$ cat src/rtl/plp_pkg.sv
// Shared definitions for the lane map and link power block.
package plp_pkg;

  // Lane width modes.
  typedef enum logic [1:0] {
    PLP_WIDTH_X1,
    PLP_WIDTH_X2,
    PLP_WIDTH_X4
  } plp_width_type;

  // Link power states as seen by this block.
  typedef enum logic [2:0] {
    PLP_PWR_DOWN,
    PLP_PWR_TRAIN,
    PLP_PWR_COMPLIANCE,
    PLP_PWR_L0,
    PLP_PWR_L0S,
    PLP_PWR_L1,
    PLP_PWR_L2
  } plp_power_type;

  // Number of lanes in the shared quad.
  localparam int unsigned LANE_COUNT = 4;
  // Lane positions of each controller.
  localparam int unsigned FIRST_BASE_LANE = 0;
  localparam int unsigned SECOND_BASE_LANE = 2;

  // Core clock and reference figures.
  localparam int unsigned CORE_CLK_MHZ = 125;
  localparam int unsigned OWN_CLK_MHZ = 250;

  // Idle time before a direction enters L0s, in ns, and its cycle count.
  localparam int unsigned L0S_IDLE_NS = 1000;
  localparam int unsigned L0S_IDLE_CYC = (L0S_IDLE_NS * OWN_CLK_MHZ) / 1000;

  // Length of a wake request pulse, in ns, and its cycle count.
  localparam int unsigned WAKE_HOLD_NS = 400;
  localparam int unsigned WAKE_HOLD_CYC = (WAKE_HOLD_NS * OWN_CLK_MHZ) / 1000;

  // One 8b/10b symbol: data byte and control flag.
  typedef struct packed {
    logic isControl;
    logic [7:0] dataByte;
  } plp_symbol_type;

  // Link status from the transmit side of the phy.
  typedef struct packed {
    logic refClkOk;
    logic txPllLocked;
    logic termPresent;
    logic activeReceiver;
  } plp_phy_status_type;

endpackage

$ cat src/rtl/plp_lane_map.sv
`timescale 1ns/1ps
`default_nettype none
// Steers symbols of both controllers onto the quad lanes by width mode.
module plp_lane_map (
  input wire logic core_clk,
  input wire logic sys_rst,
  input wire plp_pkg::plp_width_type widthMode,
  input wire plp_pkg::plp_symbol_type [1:0] firstSym,
  input wire plp_pkg::plp_symbol_type [1:0] secondSym,
  input wire plp_pkg::plp_symbol_type [3:0] wideSym,
  output plp_pkg::plp_symbol_type [3:0] laneSym,
  output logic [3:0] laneActive
);

  // Lane steering is registered so all lanes leave on the same edge.
  always_ff @(posedge core_clk or posedge sys_rst) begin
    if (sys_rst) begin
      laneSym <= '0;
      laneActive <= 4'h0;
    end else begin
      unique case (widthMode)
        plp_pkg::PLP_WIDTH_X1: begin
          // Each controller owns one lane; the others idle.
          laneSym <= '0;
          laneSym[plp_pkg::FIRST_BASE_LANE] <= firstSym[0];
          laneSym[plp_pkg::SECOND_BASE_LANE] <= secondSym[0];
          laneActive <= 4'h5;
        end
        plp_pkg::PLP_WIDTH_X2: begin
          // Lanes 0,1 to the first and 2,3 to the second.
          laneSym <= {secondSym, firstSym};
          laneActive <= 4'hF;
        end
        default: begin
          // One controller spreads its symbols over all lanes.
          laneSym <= wideSym;
          laneActive <= 4'hF;
        end
      endcase
    end
  end

  // x4 must steer all lanes as mapped and x2 lane 3 to the second controller; x1 must declare only lanes 0 and 2 active.
  // The edge that ends reset still loads zeros, so it is left out of each check.
  a_lane_x1_mask: assert property (@(posedge core_clk) disable iff (sys_rst)
    !$past(sys_rst) && $past(widthMode) == plp_pkg::PLP_WIDTH_X1 |-> laneActive == 4'h5)
    else $error("x1 mode did not use lanes 0 and 2");
  a_lane_x2_map: assert property (@(posedge core_clk) disable iff (sys_rst)
    !$past(sys_rst) && $past(widthMode) == plp_pkg::PLP_WIDTH_X2
    |-> laneSym[3] == $past(secondSym[1]))
    else $error("x2 mode lane 3 is not the second controller");
  a_lane_x4_map: assert property (@(posedge core_clk) disable iff (sys_rst)
    !$past(sys_rst) && $past(widthMode) == plp_pkg::PLP_WIDTH_X4 |-> laneSym == $past(wideSym))
    else $error("x4 mode lanes do not follow the wide controller");

endmodule
`default_nettype wire

$ cat src/rtl/plp_idle_timer.sv
`timescale 1ns/1ps
`default_nettype none
// Counts idle cycles in one link direction and flags L0s when long enough.
module plp_idle_timer #(
  parameter int unsigned IDLE_CYC = plp_pkg::L0S_IDLE_CYC
) (
  input wire logic core_clk,
  input wire logic sys_rst,
  input wire logic enable,
  input wire logic busy,
  output logic inIdle
);

  // Counter wide enough for the idle threshold.
  logic [$clog2(IDLE_CYC + 1)-1:0] idleCnt_q;

  // Any traffic or a disabled link restarts the count and leaves L0s.
  always_ff @(posedge core_clk or posedge sys_rst) begin
    if (sys_rst) begin
      idleCnt_q <= '0;
      inIdle <= 1'b0;
    end else if (!enable || busy) begin
      idleCnt_q <= '0;
      inIdle <= 1'b0;
    end else if (idleCnt_q == IDLE_CYC[$bits(idleCnt_q)-1:0] - 1'b1) begin
      inIdle <= 1'b1;
    end else begin
      idleCnt_q <= idleCnt_q + 1'b1;
    end
  end

endmodule
`default_nettype wire

$ cat src/rtl/plp_link_power.sv
`timescale 1ns/1ps
`default_nettype none
module plp_link_power #(
  parameter int unsigned IDLE_CYC = plp_pkg::L0S_IDLE_CYC,
  parameter int unsigned WAKE_CYC = plp_pkg::WAKE_HOLD_CYC
) (
  input wire logic core_clk,
  input wire logic sys_rst,
  input wire logic isRootPort,
  input wire logic useBeacon,
  input wire plp_pkg::plp_width_type widthMode,
  input wire plp_pkg::plp_symbol_type [1:0] firstSym,
  input wire plp_pkg::plp_symbol_type [1:0] secondSym,
  input wire plp_pkg::plp_symbol_type [3:0] wideSym,
  input wire plp_pkg::plp_phy_status_type phyStatus,
  input wire logic trainDone,
  input wire logic txBusy,
  input wire logic rxBusy,
  input wire logic partnerL1,
  input wire logic partnerL2,
  input wire logic partnerExitL2,
  input wire logic partnerReady,
  input wire logic turnOffLink,
  input wire logic pmRequest,
  input wire logic beaconSeen,
  input wire logic irqClear,
  output plp_pkg::plp_symbol_type [3:0] laneSym,
  output logic [3:0] laneActive,
  output plp_pkg::plp_power_type powerState,
  output logic linkEnabled,
  output logic txL0s,
  output logic rxL0s,
  output logic pllShutdown,
  output logic beaconTx,
  output logic wakeReq_n,
  output logic powerEventIrqFlag,
  output logic pmIrq
);

  // The whole block runs on core_clk, the clock the phy PLL supplies.

  // Lane steering and striping across the quad.
  plp_lane_map u_lane_map (
    .core_clk(core_clk),
    .sys_rst(sys_rst),
    .widthMode(widthMode),
    .firstSym(firstSym),
    .secondSym(secondSym),
    .wideSym(wideSym),
    .laneSym(laneSym),
    .laneActive(laneActive)
  );

  // Each direction has its own timer so neither waits on the other.
  logic inL0 ;
  assign inL0 = (powerState == plp_pkg::PLP_PWR_L0) || (powerState == plp_pkg::PLP_PWR_L0S);

  plp_idle_timer #(.IDLE_CYC(IDLE_CYC)) u_tx_idle (
    .core_clk(core_clk),
    .sys_rst(sys_rst),
    .enable(inL0),
    .busy(txBusy),
    .inIdle(txL0s)
  );

  plp_idle_timer #(.IDLE_CYC(IDLE_CYC)) u_rx_idle (
    .core_clk(core_clk),
    .sys_rst(sys_rst),
    .enable(inL0),
    .busy(rxBusy),
    .inIdle(rxL0s)
  );

  // True when compliance entry is possible with no receiver present.
  logic complianceCond;
  assign complianceCond = phyStatus.termPresent && phyStatus.refClkOk &&
                          phyStatus.txPllLocked && !phyStatus.activeReceiver;

  // Wake seen by a root port: only the beacon path exists there.
  logic wakeSeen;
  assign wakeSeen = isRootPort && beaconSeen;

  // Marks that the current bring-up came from a wake, for the interrupt.
  // It is cleared once the link is back in L0, so a later plain bring-up
  // after a turn-off command does not raise a stale interrupt.
  logic wokeUp_q;

  // Power state machine; a root port lifts the link out of down at once, an endpoint only on partnerExitL2.
  always_ff @(posedge core_clk or posedge sys_rst) begin
    if (sys_rst) begin
      powerState <= plp_pkg::PLP_PWR_DOWN;
      linkEnabled <= 1'b0;
    end else begin
      unique case (powerState)
        plp_pkg::PLP_PWR_DOWN: begin
          // An endpoint waits for the partner to train it.
          if (isRootPort || partnerExitL2) begin
            powerState <= plp_pkg::PLP_PWR_TRAIN;
            linkEnabled <= 1'b1;
          end
        end
        plp_pkg::PLP_PWR_TRAIN: begin
          // Receiver detection is skipped; a bare termination goes to compliance.
          if (complianceCond) begin
            powerState <= plp_pkg::PLP_PWR_COMPLIANCE;
          end else if (trainDone) begin
            powerState <= plp_pkg::PLP_PWR_L0;
          end
        end
        plp_pkg::PLP_PWR_COMPLIANCE: begin
          // A real receiver appearing restarts normal training.
          if (phyStatus.activeReceiver) begin
            powerState <= plp_pkg::PLP_PWR_TRAIN;
          end
        end
        plp_pkg::PLP_PWR_L0, plp_pkg::PLP_PWR_L0S: begin
          // A turn-off command outranks every other request, since software
          // has already decided to drop the link and waits only on the partner.
          if (isRootPort && turnOffLink && partnerReady) begin
            powerState <= plp_pkg::PLP_PWR_L2;
            linkEnabled <= 1'b0;
          end else if (!isRootPort && partnerL2) begin
            powerState <= plp_pkg::PLP_PWR_L2;
            linkEnabled <= 1'b0;
          end else if (partnerL1) begin
            // L1 only on the partner's direction.
            powerState <= plp_pkg::PLP_PWR_L1;
          end else begin
            // The state shows L0s only while both directions are idle.
            // Each direction still enters its own idle on its own.
            powerState <= (txL0s && rxL0s) ? plp_pkg::PLP_PWR_L0S : plp_pkg::PLP_PWR_L0;
          end
        end
        plp_pkg::PLP_PWR_L1: begin
          // Leaving L1 is also the partner's call; there is no retrain here.
          if (!partnerL1) begin
            powerState <= plp_pkg::PLP_PWR_L0;
          end
        end
        plp_pkg::PLP_PWR_L2: begin
          // L2 holds until a wake or the partner/command lifts it.
          if (isRootPort && (!turnOffLink || wakeSeen)) begin
            powerState <= plp_pkg::PLP_PWR_TRAIN;
            linkEnabled <= 1'b1;
          end else if (!isRootPort && partnerExitL2) begin
            powerState <= plp_pkg::PLP_PWR_TRAIN;
            linkEnabled <= 1'b1;
          end
        end
      endcase
    end
  end

  // The phy PLL is shut down while in L1.
  always_ff @(posedge core_clk or posedge sys_rst) begin
    if (sys_rst) begin
      pllShutdown <= 1'b0;
    end else begin
      pllShutdown <= (powerState == plp_pkg::PLP_PWR_L1) && partnerL1;
    end
  end

  // Endpoint wake signalling; the pulse is stretched so the host sees it.
  logic [$clog2(WAKE_CYC + 1)-1:0] wakeCnt_q;
  logic wakeStart;
  assign wakeStart = !isRootPort && pmRequest && powerState == plp_pkg::PLP_PWR_L2;

  always_ff @(posedge core_clk or posedge sys_rst) begin
    if (sys_rst) begin
      wakeCnt_q <= '0;
    end else if (wakeStart && wakeCnt_q == '0) begin
      wakeCnt_q <= WAKE_CYC[$bits(wakeCnt_q)-1:0];
    end else if (wakeCnt_q != '0) begin
      wakeCnt_q <= wakeCnt_q - 1'b1;
    end
  end

  // The chosen wake method drives either the beacon or the low-true pin.
  always_ff @(posedge core_clk or posedge sys_rst) begin
    if (sys_rst) begin
      beaconTx <= 1'b0;
      wakeReq_n <= 1'b1;
    end else begin
      beaconTx <= (wakeCnt_q != '0) && useBeacon;
      wakeReq_n <= !((wakeCnt_q != '0) && !useBeacon);
    end
  end

  // Remember that a wake caused the bring-up until the link is up again.
  always_ff @(posedge core_clk or posedge sys_rst) begin
    if (sys_rst) begin
      wokeUp_q <= 1'b0;
    end else if (powerState == plp_pkg::PLP_PWR_L2 && wakeSeen) begin
      wokeUp_q <= 1'b1;
    end else if (powerState == plp_pkg::PLP_PWR_L0) begin
      wokeUp_q <= 1'b0;
    end
  end

  // One-cycle interrupt once the woken link is back in L0.
  always_ff @(posedge core_clk or posedge sys_rst) begin
    if (sys_rst) begin
      pmIrq <= 1'b0;
    end else begin
      pmIrq <= wokeUp_q && powerState == plp_pkg::PLP_PWR_L0;
    end
  end

  // Sticky power event flag; a new event wins over a clear in the same cycle.
  always_ff @(posedge core_clk or posedge sys_rst) begin
    if (sys_rst) begin
      powerEventIrqFlag <= 1'b0;
    end else if (isRootPort && (pmRequest || beaconSeen)) begin
      powerEventIrqFlag <= 1'b1;
    end else if (irqClear) begin
      powerEventIrqFlag <= 1'b0;
    end
  end

  // The lock-select bit is kept by outside logic, keyed on powerState.

  a_comp_entry: assert property (@(posedge core_clk) disable iff (sys_rst)
    powerState == plp_pkg::PLP_PWR_TRAIN && complianceCond
    |=> powerState == plp_pkg::PLP_PWR_COMPLIANCE)
    else $error("compliance not entered");
  a_ep_no_bringup: assert property (@(posedge core_clk) disable iff (sys_rst)
    !isRootPort && powerState == plp_pkg::PLP_PWR_DOWN && !partnerExitL2
    |=> !linkEnabled)
    else $error("endpoint enabled link alone");
  a_l2_hold: assert property (@(posedge core_clk) disable iff (sys_rst)
    powerState == plp_pkg::PLP_PWR_L2 && isRootPort && turnOffLink && !beaconSeen
    |=> powerState == plp_pkg::PLP_PWR_L2)
    else $error("root left L2 without cause");
  a_turn_off: assert property (@(posedge core_clk) disable iff (sys_rst)
    isRootPort && powerState == plp_pkg::PLP_PWR_L0 && turnOffLink && partnerReady
    |=> powerState == plp_pkg::PLP_PWR_L2 && !linkEnabled)
    else $error("turn-off did not reach L2");
  a_wake_pin: assert property (@(posedge core_clk) disable iff (sys_rst)
    wakeStart && wakeCnt_q == '0 && !useBeacon ##1 !useBeacon |=> !wakeReq_n)
    else $error("wake pin not driven low");
  a_ep_l2_entry: assert property (@(posedge core_clk) disable iff (sys_rst)
    !isRootPort && powerState == plp_pkg::PLP_PWR_L0 && partnerL2
    |=> powerState == plp_pkg::PLP_PWR_L2)
    else $error("endpoint ignored L2 direction");
  a_root_wake: assert property (@(posedge core_clk) disable iff (sys_rst)
    isRootPort && powerState == plp_pkg::PLP_PWR_L2 && beaconSeen |=> linkEnabled)
    else $error("root did not wake link");
  a_flag_set: assert property (@(posedge core_clk) disable iff (sys_rst)
    isRootPort && pmRequest |=> powerEventIrqFlag)
    else $error("power event flag not set");

  // The PLL must be off the cycle after L1 is held with the partner still idle.
  a_pll_off: assert property (@(posedge core_clk) disable iff (sys_rst)
    powerState == plp_pkg::PLP_PWR_L1 && partnerL1 |=> pllShutdown)
    else $error("pll not shut down in L1");

  // Clearing the turn-off command must bring a root port out of L2.
  a_turn_on: assert property (@(posedge core_clk) disable iff (sys_rst)
    isRootPort && powerState == plp_pkg::PLP_PWR_L2 && !turnOffLink
    |=> powerState == plp_pkg::PLP_PWR_TRAIN && linkEnabled)
    else $error("root did not leave L2 on command clear");

  // An endpoint in L2 leaves only when its partner says so.
  a_ep_l2_exit: assert property (@(posedge core_clk) disable iff (sys_rst)
    !isRootPort && powerState == plp_pkg::PLP_PWR_L2 && !partnerExitL2
    |=> powerState == plp_pkg::PLP_PWR_L2)
    else $error("endpoint left L2 on its own");

  // A woken link back in L0 must raise the interrupt on the next edge.
  a_wake_irq: assert property (@(posedge core_clk) disable iff (sys_rst)
    wokeUp_q && powerState == plp_pkg::PLP_PWR_L0 |=> pmIrq)
    else $error("no interrupt after wake");

  // Traffic in one direction must end that direction's idle state only.
  a_tx_busy: assert property (@(posedge core_clk) disable iff (sys_rst)
    txBusy |=> !txL0s)
    else $error("tx idle held while busy");
  a_rx_busy: assert property (@(posedge core_clk) disable iff (sys_rst)
    rxBusy |=> !rxL0s)
    else $error("rx idle held while busy");

endmodule
`default_nettype wire

$ cat config.mk
export PLATFORM = sky130hd
export DESIGN_NAME = plp_link_power
export DESIGN_NICKNAME = d
export VERILOG_FILES = /design/src/rtl/plp_pkg.sv /design/src/rtl/plp_lane_map.sv /design/src/rtl/plp_idle_timer.sv /design/src/rtl/plp_link_power.sv
export SDC_FILE = /design/constraint.sdc
export NUM_CORES = 1
export LEC_CHECK = 0
export BUFFER_PORTS_ARGS = -buffer_cell sky130_fd_sc_hd__clkbuf_2
export CAP_MARGIN = 0
export CORE_ASPECT_RATIO = 0.75
export CORE_MARGIN = 8
export CORE_UTILIZATION = 47
export DETAILED_ROUTE_END_ITERATION = 7
export GPL_ROUTABILITY_DRIVEN = 0
export PLACE_DENSITY_LB_ADDON = 0.3
export SYNTH_ARGS = -nofsm -noshare
export SYNTH_HDL_FRONTEND = slang
export SYNTH_SLANG_ARGS = --single-unit
$ cat constraint.sdc
create_clock -name core_clk -period 2.7 [get_ports core_clk]
set_input_delay 0.27 -clock core_clk [delete_from_list [all_inputs] [get_ports core_clk]]
set_output_delay 0.27 -clock core_clk [all_outputs]
set_load 0.01 [all_outputs]
==> results.sh, run 1 <==
export IMPL_outcome="finished clean"
export IMPL_synth_area_per_cell_um2=11.17
export IMPL_pre_cts_slack_ns=0.7656
export IMPL_yosysWarningCount=0
export IMPL_clk_path_buf_depth=2
export IMPL_dieArea_um2=9832
export IMPL_grt_antenna_before_repair=0
export IMPL_drtAntennaViolNets=0
export IMPL_core_area_um2=6734
export IMPL_min_period_ns=1.940
export IMPL_crit_chain="inv_1 -> ha_1 -> or3b_4 -> nor4_4 -> nor4_1 -> xor2_1"
export IMPL_htreeDepth=3
export IMPL_r2r_end="wakeCnt_q[3]"
export IMPL_viasPerCell=5.036
export IMPL_layout_setup_ws_ns=0.7599
export IMPL_skew_ns=0.008047
export IMPL_root_buffer="clkbuf_8"
export IMPL_yosysSeqAreaShare_pct=56.43
export IMPL_syn2layout_area_growth_pct=29.12
export IMPL_die_h_um=87.90
export IMPL_nNetsFinal=531
export IMPL_port_buffers=143
export IMPL_initial_utilization_pct=48.10
export IMPL_grtUsageTotal_pct=17.20
export IMPL_finish_utilization_pct=62.11
export IMPL_timing_fmax_mhz=515.4
export IMPL_hpwl_um=6453
export IMPL_min_path_cells=3
export IMPL_worst_setup_path_start_kind="flop"
export IMPL_hold_class="in -> reg"
export IMPL_clk_pin_slew_ns=0.08
export IMPL_maxSlewHeadroom_pct=50.96
export IMPL_synthFlopType="dfrtp_1"
export IMPL_cts_sinks=73
export IMPL_tightestPinTransition_ns=0.7341
export IMPL_drive_gt1_share_pct=43.84
export IMPL_clock_latency_ns=0.34
export IMPL_synthCells=290
export IMPL_rows=26
export IMPL_gr_total_overflow=0
export IMPL_drc=0
export IMPL_vias=2629
export IMPL_finalCritPeriodShare_pct=71.85
export IMPL_synthesis_nets=388
export IMPL_final_setup_viol_count=0
export IMPL_min_from="wideSym[9]"
export IMPL_synth_seq_cells=73
export IMPL_drv_cap=0
export IMPL_p_leak_uw=0.002095
export IMPL_required_ns=2.91
export IMPL_n_antenna_cell=0
export IMPL_synth_edf_count=0
export IMPL_cts_tree="built"
export IMPL_finalHoldViolations=0
export IMPL_min_to="u_lane_map.laneSym[9]"
export IMPL_crit_path_end_kind="flop"
export IMPL_rrSetupSlack_ns=0.76
export IMPL_slowest_delay_ns=0.42
export IMPL_crit_arrival_ns=2.15
export IMPL_post_cts_buffers=0
export IMPL_die_x_um=111.9
export IMPL_peakVddDrop_uv=346.7
export IMPL_ioPinCount=144
export IMPL_wire_per_inst_um=15.78
export IMPL_cts_buffers=9
export IMPL_drt_total_wl_um=8237
export IMPL_worst_r2r_path_depth=6
export IMPL_tns_ns=0
export IMPL_path_max_fanout=12
export IMPL_final_max_slew_viol_count=0
export IMPL_rsz0062_at_grt="false"
export IMPL_crit_path_top_delay_cell="or3b_4"
export IMPL_nFillCells=572
export IMPL_crit_type="reg -> reg"
export IMPL_ys_types=46
export IMPL_grt_pass1_vias=2827
export IMPL_grt_pass1_wl_um=13270
export IMPL_r2r_start="wakeCnt_q[0]"
export IMPL_syn_cell_area_um2=3239
export IMPL_dr_first_iter_drc_count=78
export IMPL_grt_start_max_net_pins=34
export IMPL_dr_pass1_iters=4
export IMPL_async_flop_share_pct=100.0
export IMPL_powerDensity_nw_per_um2=631.7
## layout make-up
| cell class | count | area (µm²) | share of cell area, % |
|---|---|---|---|
| Clock buffer | 9 | 123.9 | 2.961 |
| Sequential cell | 73 | 1828 | 43.70 |
| Multi-Input combinational cell | 191 | 1289 | 30.81 |
| Clock inverter | 7 | 47.55 | 1.137 |
| Inverter | 11 | 41.29 | 0.9871 |
| Tap cell | 84 | 105.1 | 2.513 |
| Timing Repair Buffer | 147 | 748.2 | 17.89 |
## critical path, delay by kind of cell, from the launching register on
family / cells / cell delay (ns)
and+or+nand+nor: 3 / 0.96
DFF: 1 / 0.39
adders and majority gates: 1 / 0.19
xor gates and xnor gates: 1 / 0.17
buffers and inverters: 1 / 0.10
## stage by stage
stage	area (µm²)	hold WS (ns)	instances	total power (µW)
global route	4183	0.1131	522	2803
finish	4183	0.1296	522	2642
global placement	4001	0.2249	505	1899
CTS	4183	0.1100	522	2679
detailed placement	4001	0.2321	505	1922
floorplan	3239	0.3773	290	1712
## report_power, final
part / internal, µW / total, µW / switching, µW
registers: 1190 / 1300 / 117
clock network: 329 / 749 / 420
logic: 281 / 590 / 309
## registers in the layout, summed over array words and instances, names as in the netlist, 2 cells and up
register / count
u_rx_idle.idleCnt_q: 8
u_lane_map.laneSym: 36
wakeCnt_q: 7
u_lane_map.laneActive: 2
powerState: 3
u_tx_idle.idleCnt_q: 8
## logic make-up (layout without fill, tap and decap cells)
logic type / count (synthesis) / after routing / synth area share [%]
flip-flops: 73 / 73 / 56.43
buffers and inverters: 26 / 174 / 3.785
multiplexers: 20 / 20 / 6.914
adder cells (fa/ha/maj): 5 / 5 / 1.931
AND/OR/NAND/NOR: 99 / 99 / 15.14
AO/OA/AOI/OAI: 52 / 52 / 11.90
XOR/XNOR: 14 / 14 / 3.785
other: 1 / 1 / 0.1158
## repair_timing
item,4_1_cts,5_1_grt
hold buffers,1,0
endpoints found under the hold margin,14,0
resized for setup,0,0
## worst max-delay path by stage
| stage | slack [ns] | start | depth (start not counted) | endpoint |
|---|---|---|---|---|
| global route | 0.60 | wakeCnt_q[0] | 6 | wakeCnt_q[3] |
| finish | 0.76 | wakeCnt_q[0] | 6 | wakeCnt_q[3] |
| detailed placement | 0.77 | wakeCnt_q[0] | 6 | wakeCnt_q[3] |
| global placement | 0.83 | wakeCnt_q[0] | 7 | wakeCnt_q[2] |
| floorplan | 0.58 | sys_rst | 1 | beaconTx |
| CTS | 0.76 | wakeCnt_q[0] | 6 | wakeCnt_q[3] |
## cell usage in the layout (no fill, tap or decap), drive strengths merged, types with 4 or more instances in the layout
master,count
clkbuf,152
nor3,5
xor2,10
nand2b,5
nand3,9
xnor2,4
ha,5
mux2,19
o21ai,18
dfrtp,72
nor2b,8
clkinvlp,5
inv,11
nor2,31
and3,4
a22o,11
a21oi,8
nand2,24
## synthesized netlist by cell type (5+ instances only)
cell / number / share of area, %
dfrtp_1: 72 / 56
nor2_1: 31 / 3.6
nand2_1: 24 / 2.8
mux2_2: 19 / 6.6
o21ai_0: 14 / 2.2
a22o_1: 11 / 3.0
inv_1: 11 / 1.3
xor2_1: 10 / 2.7
nand3_1: 9 / 1.4
a21oi_1: 8 / 1.2
nor2b_1: 8 / 1.5
buf_2: 5 / 0.77
ha_1: 5 / 1.9
nand2b_1: 5 / 0.97
nor3_1: 5 / 0.77
## layer usage
metal / wire [µm] / GRT usage (%)
met2: 3993 / 28.78
met3: 1077 / 11.16
met5: 0 / 0
met4: 69 / 5.192
met1: 3096 / 17.52
Note: power is estimated with default switching activity, not from simulation.
==> inputs of run 2 (changes only) <==
==> constraint.sdc (replaced) <==
create_clock -name core_clk -period 1.9 [get_ports core_clk]
set_input_delay 0.19 -clock core_clk [delete_from_list [all_inputs] [get_ports core_clk]]
set_output_delay 0.19 -clock core_clk [all_outputs]
set_load 0.01 [all_outputs]
==> results.sh, run 2 (same netlist as run 1, synthesis figures left out) <==
export IMPL_largest_reg_flops=36
export IMPL_grt_pass1_vias=2745
export IMPL_htreeDepth=3
export IMPL_dp_cells=509
export IMPL_worst_r2r_path_depth=8
export IMPL_skew_ns=0.01027
export IMPL_dieArea_um2=9832
export IMPL_timing_fmax_mhz=553.5
export IMPL_crit_chain="inv_1 -> ha_1 -> or3b_4 -> nor4_4 -> buf_6 -> nor2_1 -> mux2i_1 -> o21ai_1"
export IMPL_dr_pass1_iters=4
export IMPL_gr_total_overflow=0
export IMPL_r2r_start="wakeCnt_q[0]"
export IMPL_tns_ns=0
export IMPL_min_to="powerEventIrqFlag"
export IMPL_cp_top_family="simple AND/OR/NAND/NOR gates"
export IMPL_grtUsageTotal_pct=16.79
export IMPL_worst_setup_path_start_kind="flop"
export IMPL_nNetsFinal=535
export IMPL_clock_latency_ns=0.34
export IMPL_grt_start_max_net_pins=74
export IMPL_reg_largest_list="u_lane_map.laneSym (36), u_rx_idle.idleCnt_q (8), u_tx_idle.idleCnt_q (8)"
export IMPL_die_x_um=111.9
export IMPL_p_leak_uw=0.002148
export IMPL_final_setup_viol_count=0
export IMPL_regArea_um2=1828
export IMPL_hold_class="in -> reg"
export IMPL_crit_path_top_delay_cell="or3b_4"
export IMPL_rsz0062_at_grt="false"
export IMPL_fin_cells=526
export IMPL_initial_utilization_pct=48.10
export IMPL_drive_gt1_share_pct=43.89
export IMPL_cts_sinks=73
export IMPL_required_ns=2.13
export IMPL_core_area_um2=6734
export IMPL_most_common_layout_cells="clkbuf_2 (143), dfrtp_1 (72), nor2_1 (31)"
export IMPL_fin_hold_ws_ns=0.04731
export IMPL_port_buffers=143
export IMPL_tightestPinTransition_ns=0.7544
export IMPL_vias=2609
export IMPL_min_from="irqClear"
export IMPL_viasPerCell=4.960
export IMPL_dr_first_iter_drc_count=92
export IMPL_clk_pin_slew_ns=0.07
export IMPL_syn2layout_area_growth_pct=32.21
export IMPL_finalHoldViolations=0
export IMPL_regMostFlops="u_lane_map.laneSym"
export IMPL_post_cts_buffers=0
export IMPL_nFillCells=561
export IMPL_drv_cap=0
export IMPL_finalCritPeriodShare_pct=95.09
export IMPL_crit_type="reg -> reg"
export IMPL_rows=26
export IMPL_layout_setup_ws_ns=0.09332
export IMPL_min_path_cells=2
export IMPL_final_common_cell="clkbuf_2"
export IMPL_drtAntennaViolNets=0
export IMPL_n_antenna_cell=0
export IMPL_critPathBufInv=2
export IMPL_r2r_end="wakeCnt_q[2]"
export IMPL_pre_cts_slack_ns=0.08798
export IMPL_finish_utilization_pct=63.60
export IMPL_cts_tree="built"
export IMPL_peakVddDrop_uv=547.7
export IMPL_crit_path_end_kind="flop"
export IMPL_maxSlewHeadroom_pct=49.60
export IMPL_min_period_ns=1.807
export IMPL_ioPinCount=144
export IMPL_final_max_slew_viol_count=0
export IMPL_rrSetupSlack_ns=0.09
export IMPL_multi_input_area_um2=1289
export IMPL_die_h_um=87.90
export IMPL_drc=0
export IMPL_cts_buffers=9
export IMPL_powerDensity_nw_per_um2=953.2
export IMPL_wire_per_inst_um=15.53
export IMPL_path_max_fanout=12
export IMPL_crit_arrival_ns=2.03
export IMPL_outcome="finished clean"
export IMPL_clk_path_buf_depth=2
export IMPL_slowest_delay_ns=0.43
export IMPL_grt_antenna_before_repair=0
export IMPL_grt_pass1_wl_um=13090
export IMPL_root_buffer="clkbuf_8"
export IMPL_drt_total_wl_um=8168
export IMPL_hpwl_um=6284
run 2: changes by cell type in the layout (fill, tap and decap cells not counted), moves of 2 or more:
| cell | change |
|---|---|
| buf_4 | +2 |
| bufinv_16 | +2 |
| clkbuf_1 | +2 |
| clkinv_2 | -2 |
| clkinvlp_4 | -3 |
run 2: worst max-delay path by stage:
stage	start	end	slack [ns]	cells past startpoint
detailed placement	wakeCnt_q[0]	wakeCnt_q[2]	0.09	8
finish	wakeCnt_q[0]	wakeCnt_q[2]	0.09	8
floorplan	wakeCnt_q[0]	wakeCnt_q[2]	0.18	8
global route	wakeCnt_q[0]	wakeCnt_q[2]	0.002	8
global placement	wakeCnt_q[0]	wakeCnt_q[2]	0.16	8
CTS	wakeCnt_q[0]	wakeCnt_q[2]	0.08	8
run 2: cell type report:
cell class                 count  area share, %
clock buffer                  12          3.389
clock inverter                 4          1.782
inverter                      11          1.052
multi-input combinational    191          30.09
sequential                    73          42.68
tap                           84          2.454
timing repair buffer         151          18.55
run 2: worst reg2reg max path: stages, from the launching register on:
cell and delay [ns]:
dfrtp_1 0.39, inv_1 0.10, ha_1 0.19, or3b_4 0.43
nor4_4 0.17, buf_6 0.18, nor2_1 0.05, mux2i_1 0.12
o21ai_1 0.07
run 2: stage by stage:
| step | total power, µW | instance area, µm² |
|---|---|---|
| 3_3_place_gp | 2750 | 4048 |
| 5_1_grt | 4323 | 4283 |
| 2_1_floorplan | 2433 | 3243 |
| 4_1_cts | 4136 | 4279 |
| 3_5_place_dp | 2778 | 4048 |
| 6_report | 4083 | 4283 |
run 2: what timing repair did:
item                                    CTS  global route
hold buffers                              1             0
endpoints found under the setup margin    0             1
endpoints found under the hold margin    72             0
gates resized for setup                   0             1
run 2: routing by layer:
metal	share of wire (%)	global-route usage (%)	wire length (µm)	vias up
li1	-	-	-	1290
met1	38	17.42	3128	1211
met2	47	26.97	3834	102
met3	14	11.91	1134	6
met4	0.87	4.821	71	0
met5	0	0	0	-
run 2: where the power goes:
part,leakage (µW),internal (µW),switching [µW]
clock network,0.000107,779,559
registers,0.000904,1690,135
logic,0.00114,438,484
==> inputs of run 3 (changes only) <==
--- a/config.mk
+++ b/config.mk
@@ -5,6 +5,7 @@
 export SDC_FILE = /design/constraint.sdc
 export NUM_CORES = 1
 export LEC_CHECK = 0
+export ABC_AREA = 1
 export BUFFER_PORTS_ARGS = -buffer_cell sky130_fd_sc_hd__clkbuf_2
 export CAP_MARGIN = 0
 export CORE_ASPECT_RATIO = 0.75
==> results.sh, run 3 <==
export IMPL_cts_sinks=73
export IMPL_min_period_ns=1.577
export IMPL_yosysWarningCount=0
export IMPL_ys_types=27
export IMPL_synth_top_area_share_pct=54.92
export IMPL_drc=0
export IMPL_vias=2999
export IMPL_drt_total_wl_um=8699
export IMPL_crit_arrival_ns=1.79
export IMPL_grt_busiest_layer="met2"
export IMPL_nFillCells=619
export IMPL_use_met3_pct=10.70
export IMPL_p_leak_uw=0.002469
export IMPL_skew_ns=0.01404
export IMPL_viasPerCell=4.745
export IMPL_pwr_share_comb_pct=21.8
export IMPL_p_sw_uw=1190
export IMPL_synth_area_per_cell_um2=8.305
export IMPL_tns_ns=0
export IMPL_grt_use_met2_pct=28.50
export IMPL_die_h_um=88.36
export IMPL_grt_pass1_wl_um=14190
export IMPL_largest_reg_flops=36
export IMPL_internal_power_uw=2792
export IMPL_synthCells=395
export IMPL_timing_fmax_mhz=633.9
export IMPL_post_synth_top_count_cell="nand2_1"
export IMPL_worst_r2r_path_depth=8
export IMPL_crit_path_end_kind="flop"
export IMPL_pre_cts_slack_ns=0.3610
export IMPL_powerDensity_nw_per_um2=917.7
export IMPL_yosysSeqAreaShare_pct=55.72
export IMPL_clk_pin_slew_ns=0.08
export IMPL_ioPinCount=144
export IMPL_syn2layout_area_growth_pct=32.27
export IMPL_clk_path_buf_depth=2
export IMPL_grtUsageTotal_pct=18.01
export IMPL_cp_depth=8
export IMPL_synthesis_nets=493
export IMPL_synth_area_leader_cell="dfrtp_1"
export IMPL_synth_edf_count=0
export IMPL_clock_latency_ns=0.33
export IMPL_rows=26
export IMPL_cts_buffers=9
export IMPL_power_share_sequential_pct=44.9
export IMPL_drv_cap=0
export IMPL_slowest_delay_ns=0.40
export IMPL_cts_tree="built"
export IMPL_synth_seq_cells=73
export IMPL_rsz0062_at_grt="false"
export IMPL_critPathBufInv=3
export IMPL_path_max_fanout=5
export IMPL_grt_pass1_vias=3032
export IMPL_hpwl_um=6921
export IMPL_grtUsageMet1_pct=19.83
export IMPL_most_common_layout_cells="nand2_1 (148), clkbuf_2 (143), dfrtp_1 (72)"
export IMPL_cpMostUsedCell="inv_1"
export IMPL_outcome="finished clean"
export IMPL_post_cts_resize_count=0
export IMPL_worst_setup_path_start_kind="flop"
export IMPL_dr_pass1_iters=4
export IMPL_core_area_um2=6799
export IMPL_finalCritPeriodShare_pct=83.02
export IMPL_placed_cell_area_um2=4109
export IMPL_wire_per_inst_um=13.76
export IMPL_final_setup_viol_count=0
export IMPL_final_area_um2=4339
export IMPL_post_cts_buffers=0
export IMPL_root_buffer="clkbuf_8"
export IMPL_drive_gt1_share_pct=31.39
export IMPL_crit_chain="inv_1 -> ha_1 -> inv_1 -> nor3_1 -> nand2_1 -> inv_1 -> nor2_1 -> xor2_1"
export IMPL_final_max_slew_viol_count=0
export IMPL_initial_utilization_pct=48.25
export IMPL_synth_top_cells_by_count="nand2_1 (148), dfrtp_1 (72), inv_1 (41)"
export IMPL_htreeDepth=3
export IMPL_regMostFlops="u_lane_map.laneSym"
export IMPL_required_ns=2.12
export IMPL_cp_top_family="simple AND/OR/NAND/NOR gates"
export IMPL_final_common_cell="nand2_1"
export IMPL_crit_path_top_delay_cell="dfrtp_1"
export IMPL_p_sw_share_pct=29.89
export IMPL_async_flop_share_pct=100.0
export IMPL_reg_largest_list="u_lane_map.laneSym (36), u_rx_idle.idleCnt_q (8), u_tx_idle.idleCnt_q (8)"
export IMPL_gr_total_overflow=0
export IMPL_drtAntennaViolNets=0
export IMPL_hold_class="in -> reg"
export IMPL_clockPowerShare_pct=33.4
export IMPL_total_power_uw=3982
export IMPL_die_x_um=112.5
export IMPL_grt_start_max_net_pins=48
export IMPL_dr_first_iter_drc_count=112
export IMPL_syn_cell_area_um2=3281
export IMPL_min_path_cells=2
export IMPL_synthFlopType="dfrtp_1"
export IMPL_synth_area_top_cells="dfrtp_1 (55%), nand2_1 (17%), nand3_1 (5.0%)"
export IMPL_dieArea_um2=9937
export IMPL_peakVddDrop_uv=556.3
export IMPL_crit_type="reg -> reg"
export IMPL_layout_setup_ws_ns=0.3225
export IMPL_port_buffers=143
export IMPL_finalHoldViolations=0
export IMPL_nNetsFinal=641
export IMPL_grt_antenna_before_repair=0
export IMPL_n_antenna_cell=0
[run 3: cell count changes after synthesis, moves of 11 or more]
| cell | previous run | this run |
|---|---|---|
| a22o_1 | 11 | 0 |
| inv_1 | 11 | 41 |
| mux2_2 | 19 | 0 |
| nand2_1 | 24 | 148 |
| nand3_1 | 9 | 33 |
[run 3: repair_timing]
item                       CTS  global route
setup endpoints to repair    0             0
hold endpoints to repair    72             0
hold buffers                 1             0
[run 3: power by group through the flow]
stage | combinational, µW | sequential (µW) | clock [µW]
floorplan | 475 | 1850 | 0
global placement | 857 | 1810 | 0
detailed placement | 878 | 1810 | 0
CTS | 883 | 1790 | 1370
global route | 986 | 1810 | 1440
finish | 868 | 1790 | 1330
[run 3: area by class of cell]
class	instances	area (µm²)	area share, %
clock inverter	5	78.83	1.817
clock buffer	11	141.4	3.258
multi-input combinational	269	1244	28.66
tap	84	105.1	2.422
inverter	42	161.4	3.720
sequential	73	1828	42.13
timing repair buffer	148	780.7	17.99
[run 3: logic make-up after synthesis]
family / Yosys count / share of synthesized area [%]
AND/OR/NAND/NOR: 230 / 30.05
flip-flops: 73 / 55.72
buffers and inverters: 53 / 6.369
AO/OA/AOI/OAI: 28 / 4.500
XOR/XNOR: 5 / 1.335
adder cells (fa/ha/maj): 5 / 1.907
other: 1 / 0.1143
[run 3: final timing paths]
| path | start | to | slack (ns) |
|---|---|---|---|
| setup / recovery | wakeCnt_q[0] | wakeCnt_q[3] | 0.32 |
| max in group asynchronous | sys_rst | u_lane_map.laneSym[13] | 1.18 |
| hold reg to reg | wokeUp_q | pmIrq | 0.49 |
| hold / removal | irqClear | powerEventIrqFlag | 0.03 |
| min in group asynchronous | sys_rst | u_rx_idle.idleCnt_q[6] | 0.45 |
| setup reg to reg | wakeCnt_q[0] | wakeCnt_q[3] | 0.32 |
[run 3: routing by layer]
metal	routed length, µm	part of all wire [%]
met1	3467	40
met2	4025	46
met3	1085	12
met4	121	1.4
met5	0	0
[run 3: per-stage QoR]
| step | utilization (%) | hold slack [ns] | instances |
|---|---|---|---|
| floorplan | - | 0.2918 | 395 |
| global placement | 60.43 | 0.2518 | 615 |
| detailed placement | 60.43 | 0.2539 | 615 |
| CTS | 63.82 | 0.01183 | 632 |
| global route | 63.82 | 0.007905 | 632 |
| finish | 63.82 | 0.02896 | 632 |
